### src/rtl/fault_diag_pkg.sv
package fault_diag_pkg;
  localparam int CLK_MHZ = 40;
  // Detection times in microseconds
  localparam int SHORT_TIME_US_0 = 10;
  localparam int SHORT_TIME_US_1 = 20;
  localparam int SHORT_CYC_0 = SHORT_TIME_US_0 * CLK_MHZ;
  localparam int SHORT_CYC_1 = SHORT_TIME_US_1 * CLK_MHZ;
  localparam int CNT_W = 11;
  localparam logic [11:0] CMD_ERROR_CLEAR = 12'hA53;
  localparam logic [2:0] VERDICT_RESET = 3'h0;
  localparam logic [2:0] VERDICT_PASS = 3'h3;
  localparam logic [2:0] VERDICT_FAIL = 3'h6;
  localparam int RESULT_W = 24;
  localparam int RED_LSB = 0;
  localparam int MID_LSB = 8;
  localparam int BLUE_LSB = 16;
  // Grayscale mode codes: period minus one is the late latch edge
  localparam logic [1:0] GS_MODE_12 = 2'h0;
  localparam logic [1:0] GS_MODE_10 = 2'h1;
  localparam logic [1:0] GS_MODE_8 = 2'h2;
  localparam logic [11:0] EARLY_EDGE = 12'h009;
  localparam logic [11:0] LATE_EDGE_12 = 12'hFFF;
  localparam logic [11:0] LATE_EDGE_10 = 12'h3FF;
  localparam logic [11:0] LATE_EDGE_8 = 12'h0FF;
  localparam logic [7:0] LOW_CURRENT_LIMIT_MA = 8'h0A;
  localparam logic LED_MASK_RESET = 1'b1;
endpackage

### src/rtl/led_driver_fault_diagnostics.sv
`timescale 1ns/1ps
////////////////////////////////////////////////////////////////////////////////
// Overview of operation
// - Short result bits: red 0-7 at 0-7, middle pins 8-15, blue 0-7 at 16-23.
// - Reset clears short verdict and per-pin short result.
// - Completed short check loads verdict 011b pass or 110b fail.
// - Short fail holds 110b and fault low until gone and cleared.
// - Current select bit 0 gives 20 uA, 1 gives 40 uA.
// - Time select bit 0 gives 10 us, 1 gives 20 us.
// - Reference short and open flags reset to zero.
// - Reference fault sets its flag, pulls fault low, held until gone and cleared.
// - Low current sets open flag, above 3 mA sets short flag.
// - Any reference fault forces 10 mA limit, released at once.
// - Thermal warning sets flag, pulls fault low, held until cool and cleared.
// - Shutdown disables outputs, sets flag, pulls fault low, held until cool and cleared.
// - Digital access works in shutdown; outputs resume once cooled.
// - Negate bits reset 0; toggle sets both and inverts detector results.
// - Early set latches at 9th grayscale edge, late set at last-but-one.
// - Self-test verdict resets 000b, then 011b good or 110b faulty.
// - Self-test fail pulls fault low and holds 110b until gone and cleared.
// - Command code A53h is error clear.
// - Error clear zeroes flags and short result only if fault gone.
// - Status flags drive fault pin; LED faults only when mask cleared.
module led_driver_fault_diagnostics
  import fault_diag_pkg::*;
#(
  parameter int RESULT_BITS = fault_diag_pkg::RESULT_W
) (
  input wire logic CLK,
  input wire logic RST,
  input wire logic CMD_VALID,
  input wire logic [11:0] CMD_CODE,
  input wire logic SHORT_CHECK_START,
  input wire logic SELFTEST_START,
  input wire logic NEGATE_TOGGLE,
  input wire logic SHORT_CHECK_CURRENT_SEL,
  input wire logic SHORT_CHECK_TIME_SEL,
  input wire logic LED_FAULT_MASK,
  input wire logic [1:0] GS_MODE,
  input wire logic GRAYSCALE_CLOCK,
  input wire logic [7:0] SHORT_SENSE_RED,
  input wire logic [7:0] SHORT_SENSE_MID,
  input wire logic [7:0] SHORT_SENSE_BLUE,
  input wire logic REF_BELOW_LOW,
  input wire logic REF_ABOVE_HIGH,
  input wire logic TEMP_WARN,
  input wire logic TEMP_SHUTDOWN,
  input wire logic SELFTEST_GOOD,
  input wire logic LED_FAULT,
  input wire logic [RESULT_BITS-1:0] OPEN_SENSE,
  input wire logic [RESULT_BITS-1:0] SHORT_SENSE,
  output logic [2:0] ADJACENT_SHORT_VERDICT,
  output logic [RESULT_BITS-1:0] ADJACENT_SHORT_PER_PIN_RESULT,
  output logic SHORT_CHECK_BUSY,
  output logic SHORT_CHECK_CURRENT_40UA,
  output logic REF_RESISTOR_SHORT_FLAG,
  output logic REF_RESISTOR_OPEN_FLAG,
  output logic CURRENT_FALLBACK,
  output logic THERMAL_WARNING_FLAG,
  output logic THERMAL_SHUTDOWN_FLAG,
  output logic OUTPUTS_ENABLE,
  output logic NEGATE_BIT_A,
  output logic NEGATE_BIT_B,
  output logic [2:0] DETECTOR_SELFTEST_VERDICT,
  output logic [RESULT_BITS-1:0] OPEN_RESULT_EARLY,
  output logic [RESULT_BITS-1:0] SHORT_RESULT_EARLY,
  output logic [RESULT_BITS-1:0] OPEN_RESULT_LATE,
  output logic [RESULT_BITS-1:0] SHORT_RESULT_LATE,
  output logic FAULT_N_OUT,
  output logic FAULT_N_OE
);
  ////////////////////////////////////////////////////////////////////////////////
  typedef enum logic {IDLE, MEASURE} check_state_type;

  // Pins from outside the clock domain: three stages, agree on last two
  logic [2:0] sync_ref_low, sync_ref_high, sync_warn, sync_tsd, sync_grayscale_clock;
  logic ref_low, ref_high, warn, tsd, grayscale_clock_prev;
  logic next_ref_low, next_ref_high, next_warn, next_tsd;
  always_ff @(posedge CLK or posedge RST) begin
    if (RST) begin
      sync_ref_low <= 3'h0;
      sync_ref_high <= 3'h0;
      sync_warn <= 3'h0;
      sync_tsd <= 3'h0;
      sync_grayscale_clock <= 3'h0;
      ref_low <= 1'b0;
      ref_high <= 1'b0;
      warn <= 1'b0;
      tsd <= 1'b0;
      grayscale_clock_prev <= 1'b0;
    end else begin
      sync_ref_low <= {sync_ref_low[1:0], REF_BELOW_LOW};
      sync_ref_high <= {sync_ref_high[1:0], REF_ABOVE_HIGH};
      sync_warn <= {sync_warn[1:0], TEMP_WARN};
      sync_tsd <= {sync_tsd[1:0], TEMP_SHUTDOWN};
      sync_grayscale_clock <= {sync_grayscale_clock[1:0], GRAYSCALE_CLOCK};
      ref_low <= next_ref_low;
      ref_high <= next_ref_high;
      warn <= next_warn;
      tsd <= next_tsd;
      if (sync_grayscale_clock[2] == sync_grayscale_clock[1]) begin
        grayscale_clock_prev <= sync_grayscale_clock[2];
      end
    end
  end

  function automatic logic agreed(input logic [2:0] s, input logic held);
    agreed = (s[2] == s[1]) ? s[2] : held;
  endfunction

  always_comb begin
    next_ref_low = agreed(sync_ref_low, ref_low);
    next_ref_high = agreed(sync_ref_high, ref_high);
    next_warn = agreed(sync_warn, warn);
    next_tsd = agreed(sync_tsd, tsd);
  end

  ////////////////////////////////////////////////////////////////////////////////
  // Grayscale counter and detector result latching
  logic grayscale_clock_rise;
  logic [11:0] gs_count, next_gs_count, late_edge;
  logic [RESULT_BITS-1:0] next_open_early, next_short_early, next_open_late, next_short_late;
  logic next_negate;
  logic clear_cmd;
  assign grayscale_clock_rise = (sync_grayscale_clock[2] == sync_grayscale_clock[1]) && sync_grayscale_clock[2] && !grayscale_clock_prev;
  assign clear_cmd = CMD_VALID && (CMD_CODE == CMD_ERROR_CLEAR);

  always_comb begin
    unique case (GS_MODE)
      GS_MODE_10: late_edge = LATE_EDGE_10;
      GS_MODE_8: late_edge = LATE_EDGE_8;
      default: late_edge = LATE_EDGE_12;
    endcase
    next_gs_count = gs_count;
    next_open_early = OPEN_RESULT_EARLY;
    next_short_early = SHORT_RESULT_EARLY;
    next_open_late = OPEN_RESULT_LATE;
    next_short_late = SHORT_RESULT_LATE;
    next_negate = NEGATE_BIT_A || NEGATE_TOGGLE;
    if (grayscale_clock_rise) begin
      // Counter holds the edge number within the period, 1 at the first edge
      next_gs_count = (gs_count >= late_edge) ? 12'h000 : gs_count + 12'h001;
      if (next_gs_count == EARLY_EDGE) begin
        next_open_early = OPEN_SENSE ^ {RESULT_BITS{NEGATE_BIT_A}};
        next_short_early = SHORT_SENSE ^ {RESULT_BITS{NEGATE_BIT_A}};
      end
      if (next_gs_count == late_edge) begin
        next_open_late = OPEN_SENSE ^ {RESULT_BITS{NEGATE_BIT_B}};
        next_short_late = SHORT_SENSE ^ {RESULT_BITS{NEGATE_BIT_B}};
      end
    end
  end

  always_ff @(posedge CLK or posedge RST) begin
    if (RST) begin
      gs_count <= 12'h000;
      OPEN_RESULT_EARLY <= '0;
      SHORT_RESULT_EARLY <= '0;
      OPEN_RESULT_LATE <= '0;
      SHORT_RESULT_LATE <= '0;
      NEGATE_BIT_A <= 1'b0;
      NEGATE_BIT_B <= 1'b0;
    end else begin
      gs_count <= next_gs_count;
      OPEN_RESULT_EARLY <= next_open_early;
      SHORT_RESULT_EARLY <= next_short_early;
      OPEN_RESULT_LATE <= next_open_late;
      SHORT_RESULT_LATE <= next_short_late;
      NEGATE_BIT_A <= next_negate;
      NEGATE_BIT_B <= next_negate;
    end
  end

  ////////////////////////////////////////////////////////////////////////////////
  // Adjacent-pin short check
  check_state_type state, next_state;
  logic [CNT_W-1:0] timer, next_timer;
  logic [2:0] next_verdict;
  logic [RESULT_BITS-1:0] next_result, sensed;
  logic time_sel, next_time_sel;
  assign sensed = {SHORT_SENSE_BLUE, SHORT_SENSE_MID, SHORT_SENSE_RED};

  always_comb begin
    next_state = state;
    next_timer = timer;
    next_time_sel = time_sel;
    next_verdict = ADJACENT_SHORT_VERDICT;
    next_result = ADJACENT_SHORT_PER_PIN_RESULT;
    unique case (state)
      IDLE: begin
        if (SHORT_CHECK_START) begin
          next_state = MEASURE;
          next_timer = '0;
          next_time_sel = SHORT_CHECK_TIME_SEL;
        end else if (clear_cmd && ADJACENT_SHORT_VERDICT != VERDICT_FAIL) begin
          next_verdict = VERDICT_RESET;
          next_result = '0;
        end else if (clear_cmd && sensed == '0) begin
          next_verdict = VERDICT_RESET;
          next_result = '0;
        end
      end
      MEASURE: begin
        next_timer = timer + 1'b1;
        // Time counts from the command; wider window suits slow LED capacitance
        if (int'(timer) + 1 >= (time_sel ? SHORT_CYC_1 : SHORT_CYC_0)) begin
          next_state = IDLE;
          next_result = sensed;
          // A held failure is never downgraded by a later pass
          if (sensed != '0 || ADJACENT_SHORT_VERDICT == VERDICT_FAIL) begin
            next_verdict = VERDICT_FAIL;
            next_result = sensed | ADJACENT_SHORT_PER_PIN_RESULT;
          end else begin
            next_verdict = VERDICT_PASS;
          end
        end
      end
    endcase
  end

  always_ff @(posedge CLK or posedge RST) begin
    if (RST) begin
      state <= IDLE;
      timer <= '0;
      time_sel <= 1'b0;
      ADJACENT_SHORT_VERDICT <= VERDICT_RESET;
      ADJACENT_SHORT_PER_PIN_RESULT <= '0;
    end else begin
      state <= next_state;
      timer <= next_timer;
      time_sel <= next_time_sel;
      ADJACENT_SHORT_VERDICT <= next_verdict;
      ADJACENT_SHORT_PER_PIN_RESULT <= next_result;
    end
  end

  assign SHORT_CHECK_BUSY = (state == MEASURE);
  assign SHORT_CHECK_CURRENT_40UA = SHORT_CHECK_CURRENT_SEL;

  ////////////////////////////////////////////////////////////////////////////////
  // Latched status flags; set wins over clear
  logic next_isf, next_iof, next_ptw, next_tef;
  logic [2:0] next_selftest;
  always_comb begin
    next_isf = REF_RESISTOR_SHORT_FLAG;
    next_iof = REF_RESISTOR_OPEN_FLAG;
    next_ptw = THERMAL_WARNING_FLAG;
    next_tef = THERMAL_SHUTDOWN_FLAG;
    next_selftest = DETECTOR_SELFTEST_VERDICT;
    if (clear_cmd) begin
      next_isf = 1'b0;
      next_iof = 1'b0;
      next_ptw = 1'b0;
      next_tef = 1'b0;
      // Pass code is status too, so a clear with no fault drops it as well
      if (SELFTEST_GOOD || DETECTOR_SELFTEST_VERDICT != VERDICT_FAIL) begin
        next_selftest = VERDICT_RESET;
      end
    end
    if (ref_high) next_isf = 1'b1;
    if (ref_low) next_iof = 1'b1;
    if (warn) next_ptw = 1'b1;
    if (tsd) next_tef = 1'b1;
    if (SELFTEST_START) begin
      // A held failure stays 110b until cleared
      next_selftest = (SELFTEST_GOOD && DETECTOR_SELFTEST_VERDICT != VERDICT_FAIL)
                      ? VERDICT_PASS : VERDICT_FAIL;
    end
  end

  always_ff @(posedge CLK or posedge RST) begin
    if (RST) begin
      REF_RESISTOR_SHORT_FLAG <= 1'b0;
      REF_RESISTOR_OPEN_FLAG <= 1'b0;
      THERMAL_WARNING_FLAG <= 1'b0;
      THERMAL_SHUTDOWN_FLAG <= 1'b0;
      DETECTOR_SELFTEST_VERDICT <= VERDICT_RESET;
      CURRENT_FALLBACK <= 1'b0;
      OUTPUTS_ENABLE <= 1'b0;
      FAULT_N_OE <= 1'b0;
    end else begin
      REF_RESISTOR_SHORT_FLAG <= next_isf;
      REF_RESISTOR_OPEN_FLAG <= next_iof;
      THERMAL_WARNING_FLAG <= next_ptw;
      THERMAL_SHUTDOWN_FLAG <= next_tef;
      DETECTOR_SELFTEST_VERDICT <= next_selftest;
      // Follows live condition, not the flag, so current returns at once
      CURRENT_FALLBACK <= next_ref_low || next_ref_high;
      OUTPUTS_ENABLE <= !next_tsd;
      FAULT_N_OE <= next_isf || next_iof || next_ptw || next_tef
                    || next_verdict == VERDICT_FAIL || next_selftest == VERDICT_FAIL
                    || (LED_FAULT && !LED_FAULT_MASK);
    end
  end

  // Open drain: only ever drives low
  assign FAULT_N_OUT = 1'b0;
endmodule // led_driver_fault_diagnostics

### config.mk
export PLATFORM = sky130hd
export DESIGN_NAME = led_driver_fault_diagnostics
export DESIGN_NICKNAME = d
export VERILOG_FILES = /design/src/rtl/fault_diag_pkg.sv /design/src/rtl/led_driver_fault_diagnostics.sv
export SDC_FILE = /design/constraint.sdc
export NUM_CORES = 1
export LEC_CHECK = 0
export ABC_AREA = 0
export CORE_AREA = 2 2 92 161
export CTS_BUF_LIST = sky130_fd_sc_hd__clkbuf_2 sky130_fd_sc_hd__clkbuf_4 sky130_fd_sc_hd__clkbuf_8
export DETAILED_ROUTE_END_ITERATION = 16
export DIE_AREA = 0 0 94 163
export DONT_BUFFER_PORTS = 1
export GPL_ROUTABILITY_DRIVEN = 1
export HOLD_SLACK_MARGIN = 0.08
export PLACE_DENSITY_LB_ADDON = 0.12
export SYNTH_ARGS = -nofsm -noshare
export SYNTH_HDL_FRONTEND = slang
export SYNTH_SLANG_ARGS = --single-unit
### constraint.sdc
create_clock -name CLK -period 5.1 [get_ports CLK]
set_input_delay 0.51 -clock CLK [delete_from_list [all_inputs] [get_ports CLK]]
set_output_delay 0.51 -clock CLK [all_outputs]
set_load 0.05 [all_outputs]
# --- After elaboration in Yosys (flattened, before gate mapping) ---
# Index checks and enable logic that the tools add are counted.
op_classes:
  n_mux: 35
  eq_ne: 19
  addsub: 3
  n_reduce_logical: 26
  n_lt_le_gt_ge: 2
  bitwise_logic: 4
ops:
  columns: ["op", "count"]
  rows:
  - ["2-to-1 mux 24 bit", 5]
  - ["case mux 24 bit (2 select lines)", 1]
  - ["bitwise XOR 24 bit", 2]
  - ["2-to-1 mux 3 bit", 9]
  - ["logical NOT 24 bit", 1]
  - ["bitwise OR 24 bit", 1]
  - ["case mux 12 bit (2 select lines)", 1]
  - ["nonzero test 24 bit", 1]
  - ["case mux 11 bit (2 select lines)", 1]
  - ["2-to-1 mux 1 bit", 13]
  - ["adder 11 x 1 -> 12 bit, second input constant", 1]
  - ["adder 12 x 1 -> 12 bit, second input constant", 1]
  - ["equality test 12 bit", 1]
  - ["equality test 12 bit, second input constant", 1]
  - ["equality test 12 x 4 -> 1 bit, second input constant", 1]
  - ["greater-or-equal comparator 12 x 10 -> 1 bit", 1]
  - ["greater-or-equal comparator 12 bit", 1]
  - ["2-to-1 mux 12 bit", 1]
  - ["adder 11 x 1 -> 11 bit, second input constant", 1]
  - ["2-to-1 mux 11 bit", 1]
  - ["logical OR 1 bit", 10]
  - ["2-to-1 mux 10 bit", 1]
  - ["equality test 3 bit, second input constant", 3]
  - ["!= test 3 bit, second input constant", 3]
  - ["12 further kinds", 27]
word_totals:
  out_inout_bits: 138
  reg_bits: 179
  in_bits: 102
  wordCells: 118

# --- Depth between registers and ports, before layout ---
# Gate-level depths: netlist of run 1.
depth:
  word_depth: 11
  ltp_mapped: 13
  depth_no_buf: 10

# --- Worst setup path after synthesis of run 1 ---
# OpenSTA, ideal clock, no wires.
synth_path:
  path_type: "input -> register"
  from: "input port GS_MODE[0]"
  to: "register OPEN_RESULT_LATE[0]"
  slack_ns: 1.609
  t_arrival_ns: 3.366
  required_ns: 4.975
  setup_time_ns: 0.125
  path_buffers: 2
  path_stages: 12
  path_cell_list: "inv_1 ha_1 inv_1 ha_1 o21ai_0 nor2_1 or4_4 or4b_2 a32oi_1 buf_4 buf_6 mux2_2"
synth_between:
  elab_chain_len: 6
  elab_cells_between_ends: 7
  classes_between: "order compare: 1; eq/ne: 3; mux: 2; reduce/logical: 1"
synth_rtl:
  columns: ["item", "line_no", "text"]
  rows:
  - ["from (decl)", "led_driver_fault_diagnostics.sv:39", "input wire logic [1:0] GS_MODE,"]
  - ["equality test 2 bit or equality test 2 x 1 -> 1 bit (tied branches)", "led_driver_fault_diagnostics.sv:129", "unique case (GS_MODE)"]
  - ["case mux 12 bit (2 select lines) (*)", "led_driver_fault_diagnostics.sv:129", null]
  - ["greater-or-equal comparator 12 bit", "led_driver_fault_diagnostics.sv:142", "next_gs_count = (gs_count >= late_edge) ? 12'h000 : gs_count + 12'h001;"]
  - ["2-to-1 mux 12 bit", "led_driver_fault_diagnostics.sv:142", null]
  - ["equality test 12 bit (*)", "led_driver_fault_diagnostics.sv:147", "if (next_gs_count == late_edge) begin"]
  - ["AND reduction 2 bit (no line) (*)", null, null]
  - ["to (signal assigned)", "led_driver_fault_diagnostics.sv:167", "OPEN_RESULT_LATE <= next_open_late;"]
  - ["to (decl)", "led_driver_fault_diagnostics.sv:67", "output logic [RESULT_BITS-1:0] OPEN_RESULT_LATE,"]
# Mark *: on every way between the ends. The rest lies on a longest branch, timed or not.
# A chain may end at the register's enable or synchronous reset.

# --- Final worst setup path of run 1 ---
layout_path:
  from: "register gs_count[9]"
  to: "register SHORT_RESULT_LATE[12]"
layout_between:
  elab_chain_len: 4
  elab_cells_between_ends: 5
  classes_between: "add/sub: 1; order compare: 1; eq/ne: 1; mux: 1; reduce/logical: 1"
layout_rtl:
  columns: ["item", "line_no", "text"]
  rows:
  - ["from (decl)", "led_driver_fault_diagnostics.sv:121", "logic [11:0] gs_count, next_gs_count, late_edge;"]
  - ["from (signal assigned)", "led_driver_fault_diagnostics.sv:164", "gs_count <= next_gs_count;"]
  - ["adder 12 x 1 -> 12 bit or greater-or-equal comparator 12 bit (tied branches)", "led_driver_fault_diagnostics.sv:142", null]
  - ["2-to-1 mux 12 bit (*)", "led_driver_fault_diagnostics.sv:142", null]
  - ["equality test 12 bit (*)", "led_driver_fault_diagnostics.sv:147", null]
  - ["AND reduction 2 bit (no line) (*)", null, null]
  - ["to (signal assigned)", "led_driver_fault_diagnostics.sv:168", "SHORT_RESULT_LATE <= next_short_late;"]
  - ["to (decl)", "led_driver_fault_diagnostics.sv:68", "output logic [RESULT_BITS-1:0] SHORT_RESULT_LATE,"]
# Marked as above.

==> results of run 1 <==
[cell usage after synthesis, types with 2 or more instances]
cell type	number
and2_1	3
o41ai_1	4
ha_1	13
nand2b_1	4
nor2_1	13
or4b_2	2
or4_1	4
nor3_1	9
mux2_1	2
nor4_1	7
or2_2	2
inv_1	35
and3_1	2
a21oi_1	5
xnor2_1	7
nand2_1	41
mux2_4	20
o211ai_1	24
nor2b_1	6
o21ai_0	34
nor3b_1	2
a211oi_1	27
xor2_1	51
a21o_1	8
buf_1	3
o31ai_1	9
nand4bb_1	2
nand4_1	9
dfrtp_1	179
buf_6	5
buf_2	9
buf_4	6
maj3_1	3
nand3b_1	3
clkbuf_1	22
and4_1	2
nand3_1	13
or4_4	2
mux2_2	76
[critical path, delay by kind of cell, from the launching register on]
kind / cells / cell delay [ns]
mux: 1 / 0.37
flops: 1 / 0.47
fa+ha+maj: 1 / 0.35
buf+inv: 1 / 0.30
compound gates: 2 / 0.71
simple gates: 3 / 1.43
[cells in the final DEF (no fill, tap or decap), types with 8 or more instances in the layout]
| master | count |
|---|---|
| o21ai_0 | 34 |
| mux2_4 | 20 |
| o211ai_1 | 24 |
| xor2_1 | 51 |
| nand3_1 | 13 |
| inv_1 | 34 |
| ha_1 | 13 |
| a21o_1 | 8 |
| nor3_1 | 9 |
| dfrtp_1 | 178 |
| nand4_1 | 9 |
| a211oi_1 | 26 |
| mux2_2 | 76 |
| nor2_1 | 13 |
| nand2_1 | 41 |
| clkbuf_8 | 17 |
| o31ai_1 | 9 |
[per-stage QoR]
step / worst slack (ns) / hold slack, ns / instances / area (um^2) / util [%]
2_1_floorplan: 1.61 / 0.331 / 687 / 8300 / -
3_3_place_gp: 1.15 / 0.332 / 828 / 8390 / 59.3
3_5_place_dp: 1.05 / 0.335 / 828 / 8390 / 59.3
4_1_cts: 1.35 / 0.0936 / 866 / 8890 / 62.8
5_1_grt: 1.17 / 0.0900 / 866 / 8890 / 62.8
6_report: 1.33 / 0.122 / 866 / 8890 / 62.8
[worst max-delay path by stage]
stage	slack (ns)	to	cells past startpoint
2_1_floorplan	1.61	OPEN_RESULT_LATE[0]	12
3_5_place_dp	1.05	OPEN_RESULT_LATE[7]	10
4_1_cts	1.35	SHORT_RESULT_LATE[12]	8
6_report	1.33	SHORT_RESULT_LATE[12]	8
5_1_grt	1.17	SHORT_RESULT_LATE[17]	8
3_3_place_gp	1.15	OPEN_RESULT_LATE[11]	11
[power groups by stage]
stage	clock network, mW	registers [mW]	logic [mW]
2_1_floorplan	0	1.96	0.504
3_3_place_gp	0	2.04	0.531
3_5_place_dp	0	2.04	0.565
4_1_cts	1.05	2.02	0.571
5_1_grt	1.10	2.04	0.640
6_report	1.03	2.02	0.568
[sequential cells by signal, indices dropped and copies added (netlist names), 11 cells and up]
name and count:
SHORT_RESULT_LATE 24, OPEN_RESULT_LATE 24, gs_count 12, OPEN_RESULT_EARLY 24, ADJACENT_SHORT_PER_PIN_RESULT 24, timer 11
SHORT_RESULT_EARLY 24
[layer usage]
| metal | up-vias | global-route usage (%) |
|---|---|---|
| met2 | 202 | 45.6 |
| met5 | - | 0 |
| li1 | 2411 | - |
| met4 | 0 | 8.70 |
| met1 | 2697 | 24.8 |
| met3 | 31 | 6.80 |
[cell type report]
class / instances / area, um^2
Multi-Input combinational cell: 428 / 3480
Timing Repair Buffer: 12 / 130
Clock inverter: 15 / 210
Inverter: 35 / 135
Sequential cell: 179 / 4480
Clock buffer: 17 / 234
Fill cell: 1100 / 5260
Tap cell: 180 / 225
[cells by family after synthesis]
| family | count (synthesis) | synth area share, % |
|---|---|---|
| AOI/OAI and AO/OA | 123 | 10.1 |
| xor gates and xnor gates | 58 | 6.12 |
| adders and majority gates | 16 | 2.32 |
| buffers and inverters | 80 | 4.48 |
| DFF | 179 | 54.0 |
| muxes | 99 | 14.3 |
| other | 1 | 0.0452 |
| and+or+nand+nor | 131 | 8.64 |
==> results.sh, run 1 <==
export IMPL_drive_above_1_share_pct=21.4
export IMPL_hold_path_end="timer[5]"
export IMPL_yosys_top_cells_area="dfrtp_1 (54%), mux2_2 (10%), xor2_1 (5.4%), mux2_4 (3.6%), a211oi_1 (2.4%)"
export IMPL_cts_inserted_buffers=17
export IMPL_async_flop_share_pct=100
export IMPL_design_die_area_um2=15300
export IMPL_h_tree_depth=4
export IMPL_maxCapViolations=0
export IMPL_swShare_pct=38.3
export IMPL_critPathLaunch="gs_count[9]"
export IMPL_pwr_share_seq_pct=55.8
export IMPL_grt_pass1_vias=5813
export IMPL_arrival_ns=4.11
export IMPL_crit_required_ns=5.44
export IMPL_cellLeakagePower_nw=4.04
export IMPL_grt_pass1_wl_um=29000
export IMPL_setup_violations=0
export IMPL_p_clk_share_pct=28.5
export IMPL_holdBufCountCts=6
export IMPL_clk_latency_ns=0.47
export IMPL_whs_path_depth=1
export IMPL_die_h_um=163
export IMPL_n_antenna_cell=0
export IMPL_routabilityCongestion=0.876
export IMPL_slew_headroom_pct=26.4
export IMPL_dr_wl_met3_um=1300
export IMPL_yosys_register_bits=179
export IMPL_r2r_start="gs_count[9]"
export IMPL_ys_seq_area_share_pct=54.0
export IMPL_vias=5341
export IMPL_cts_clk_slew_worst_paths_ns=0.11
export IMPL_grt_antenna_before_repair=0
export IMPL_power_frac_comb_pct=15.7
export IMPL_worstSetupEndpointType="flip-flop"
export IMPL_avgSynthCellArea_um2=12.1
export IMPL_critical_path_class="reg -> reg"
export IMPL_ant_nets=0
export IMPL_cts_buffer_depth=2
export IMPL_wl_met2_um=10300
export IMPL_min_period_ns=3.77
export IMPL_rsz0062_at_grt="false"
export IMPL_p_int_mw=2.23
export IMPL_synth_nets=802
export IMPL_cp_cell_sequence="ha_1 -> a211oi_1 -> nor2_1 -> or4_4 -> or4b_2 -> a32oi_4 -> buf_12 -> mux2_2"
export IMPL_cts_tree="built"
export IMPL_grt_overflow=0
export IMPL_slew_viol_final=0
export IMPL_syn_inst=687
export IMPL_slowest_stage="or4b_2"
export IMPL_hold_viol=0
export IMPL_drt_total_wl_um=18500
export IMPL_top_layer="met4"
export IMPL_synth_top_area_share_pct=54.0
export IMPL_worst_clock_skew_ns=0.0253
export IMPL_die_w_um=94
export IMPL_fin_tns_setup_ns=0
export IMPL_syn_area_um2=8300
export IMPL_ios=240
export IMPL_rows=58
export IMPL_grt_total_usage_pct=24.2
export IMPL_fin_total_pwr_mw=3.62
export IMPL_hp_class="in -> reg"
export IMPL_cpPeakStageDelay_ns=0.71
export IMPL_power_density_nw_per_um2=407
export IMPL_grt_max_degree=170
export IMPL_route_detailed_drc=0
export IMPL_p_sw_mw=1.38
export IMPL_r2r_end="SHORT_RESULT_LATE[12]"
export IMPL_root_buffer="clkbuf_8"
export IMPL_met1_length_um=6520
export IMPL_yosysTopAreaCell="dfrtp_1"
export IMPL_first_iter_violations=185
export IMPL_io_buffers=0
export IMPL_hpwl_um=13100
export IMPL_reg2reg_slack_ns=1.33
export IMPL_synth_edff_count=0
export IMPL_peakVddDrop_mv=0.241
export IMPL_start_util_pct=58.6
export IMPL_worstMarginPinSlew_ns=1.10
export IMPL_ff2ff_path_depth=8
export IMPL_cts_repair_resized=0
export IMPL_fin_crit_sh_pct=73.9
export IMPL_start_kind="flip-flop"
export IMPL_clock_sinks=179
export IMPL_vias_per_cell=6.17
export IMPL_ys_types=58
export IMPL_status="finished, final reports clean"
export IMPL_crit_fanout=38
export IMPL_first_pass_iters=5
export IMPL_fmaxAchievable_ghz=0.265
export IMPL_synthToLayoutAreaGrowth_pct=7.16
export IMPL_min_from="SHORT_CHECK_START"
export IMPL_nNetsFinal=788
export IMPL_post_cts_buffers=0
export IMPL_synth_ff_type="dfrtp_1"
export IMPL_wl_per_cell_um=21.4
export IMPL_yosys_warnings=0
export IMPL_core_um2=14200
No activity file was read; power rests on OpenSTA's default activity.
==> run 2: changes to the inputs <==
- clock period: 5.1 -> 3.2 ns (I/O delays scaled with it)
==> run 2 against run 1 <==
  * Combinational power is 81% higher
  * Utilization is 3.7 points higher
  * First-iteration DRC count is 30% higher
  * Fmax is 19% higher
  * Critical path type unchanged
  * Largest power group unchanged
==> results.sh, run 2 (synthesis results as in run 1) <==
export IMPL_first_iter_violations=240
export IMPL_design_die_area_um2=15300
export IMPL_start_util_pct=58.6
export IMPL_cpPeakStageDelay_ns=0.55
export IMPL_cts_buffer_depth=2
export IMPL_cellLeakagePower_nw=4.29
export IMPL_synthToLayoutAreaGrowth_pct=13.4
export IMPL_worstSetupEndpointType="flip-flop"
export IMPL_core_um2=14200
export IMPL_io_buffers=0
export IMPL_fin_tns_setup_ns=0
export IMPL_fmaxAchievable_ghz=0.316
export IMPL_die_w_um=94
export IMPL_grt_pass1_vias=5864
export IMPL_grt_max_degree=103
export IMPL_vias=5569
export IMPL_reg2reg_slack_ns=0.04
export IMPL_first_pass_iters=4
export IMPL_grt_antenna_before_repair=0
export IMPL_rows=58
export IMPL_slowest_stage="or4_4"
export IMPL_cts_clk_slew_worst_paths_ns=0.11
export IMPL_grt_total_usage_pct=25.0
export IMPL_grt_overflow=0
export IMPL_use_met3_pct=6.62
export IMPL_place_ws_ns=-0.164
export IMPL_r2r_start="gs_count[9]"
export IMPL_min_from="SHORT_CHECK_START"
export IMPL_ff2ff_path_depth=9
export IMPL_crit_fanout=15
export IMPL_start_kind="flip-flop"
export IMPL_setup_ws_ns=0.0397
export IMPL_h_tree_depth=4
export IMPL_use_met1_pct=27.0
export IMPL_cts_tree="built"
export IMPL_clk_latency_ns=0.46
export IMPL_nNetsFinal=844
export IMPL_maxCapViolations=0
export IMPL_grt_pass1_wl_um=29900
export IMPL_design_area_um2=9410
export IMPL_final_cell_mix="dfrtp_1 (177), mux2_2 (76), xor2_1 (51)"
export IMPL_vias_per_cell=6.04
export IMPL_cts_inserted_buffers=17
export IMPL_use_met2_pct=46.2
export IMPL_critical_path_class="reg -> reg"
export IMPL_ant_nets=0
export IMPL_root_buffer="clkbuf_8"
export IMPL_cp_cell_sequence="ha_1 -> a211oi_2 -> nor2_1 -> or4_4 -> or4b_4 -> a32oi_4 -> buf_4 -> buf_12 -> mux2_2"
export IMPL_die_h_um=163
export IMPL_crit_required_ns=3.53
export IMPL_drt_total_wl_um=19400
export IMPL_route_detailed_drc=0
export IMPL_slew_viol_final=0
export IMPL_dpl_cell_area_um2=8580
export IMPL_whs_path_depth=3
export IMPL_worst_clock_skew_ns=0.0168
export IMPL_ios=240
export IMPL_finish_utilization_pct=66.5
export IMPL_setup_violations=0
export IMPL_hold_viol=0
export IMPL_hold_path_end="timer[10]"
export IMPL_mostFrequentLayoutCell="dfrtp_1"
export IMPL_hpwl_um=13500
export IMPL_busiest_layer="met2"
export IMPL_clock_sinks=179
export IMPL_r2r_end="OPEN_RESULT_LATE[15]"
export IMPL_hp_class="in -> reg"
export IMPL_routabilityCongestion=0.867
export IMPL_wl_per_cell_um=21.1
export IMPL_fin_crit_sh_pct=98.8
export IMPL_drive_above_1_share_pct=23.6
export IMPL_worstMarginPinSlew_ns=1.09
export IMPL_status="finished, final reports clean"
export IMPL_slew_headroom_pct=27.4
export IMPL_fin_total_pwr_mw=5.75
export IMPL_min_period_ns=3.16
export IMPL_power_density_nw_per_um2=610
export IMPL_arrival_ns=3.49
export IMPL_n_antenna_cell=0
export IMPL_peakVddDrop_mv=0.426
## run 2: changes by cell type in the layout (fill, tap and decap cells not counted), moves of 2 or more
cell,before,now
dlygate4sd3_1,6,36
buf_4,4,24
clkinvlp_4,1,3
buf_12,2,5
inv_8,2,5
clkinv_8,7,3
## run 2: worst max path at each step
stage | cells past startpoint | to | startpoint
3_3_place_gp | 11 | OPEN_RESULT_LATE[23] | GS_MODE[0]
4_1_cts | 8 | SHORT_RESULT_LATE[9] | gs_count[9]
6_report | 9 | OPEN_RESULT_LATE[15] | gs_count[9]
5_1_grt | 9 | SHORT_RESULT_LATE[20] | gs_count[9]
3_5_place_dp | 11 | SHORT_RESULT_LATE[9] | GS_MODE[0]
2_1_floorplan | 12 | SHORT_RESULT_EARLY[10] | GS_MODE[0]
## run 2: layer usage
| metal | share of wire [%] | up-vias |
|---|---|---|
| met1 | 35 | 2802 |
| met2 | 56 | 220 |
| li1 | - | 2515 |
| met5 | 0 | - |
| met3 | 7.0 | 32 |
| met4 | 2.2 | 0 |
## run 2: timing repair
action | 4_1_cts | 5_1_grt
endpoints found under the setup margin | 0 | 61
hold buffers | 36 | 0
endpoints found under the hold margin | 143 | 0
resized for setup | 0 | 5
setup buffers | 0 | 4
## run 2: critical path: cells and delay by family, from the launching register on
family	cells	cell delay (ns)
AO/OA/AOI/OAI	2	0.40
AND/OR/NAND/NOR	3	1.18
multiplexers	1	0.35
adder cells (fa/ha/maj)	1	0.33
buffers and inverters	2	0.35
flip-flops	1	0.41
## run 2: power by group
| group | switching [mW] | internal [mW] | leakage, nW |
|---|---|---|---|
| sequential | 0.712 | 2.49 | 2.25 |
| combinational | 0.560 | 0.473 | 1.85 |
| clock | 0.921 | 0.587 | 0.195 |
## run 2: stage by stage
stage,hold WS [ns],cells
4_1_cts,0.108,916
5_1_grt,0.118,922
6_report,0.131,922
3_5_place_dp,0.336,848
3_3_place_gp,0.333,848
2_1_floorplan,0.331,687
## run 2: area by class of cell
class | instances | area, um^2
clock buffers | 17 | 234
well taps | 180 | 225
repair buffers | 68 | 692
inverters | 35 | 135
flip-flops and latches | 179 | 4480
multi-input cells | 428 | 3480
clock inverters | 15 | 160
fillers | 1046 | 4740
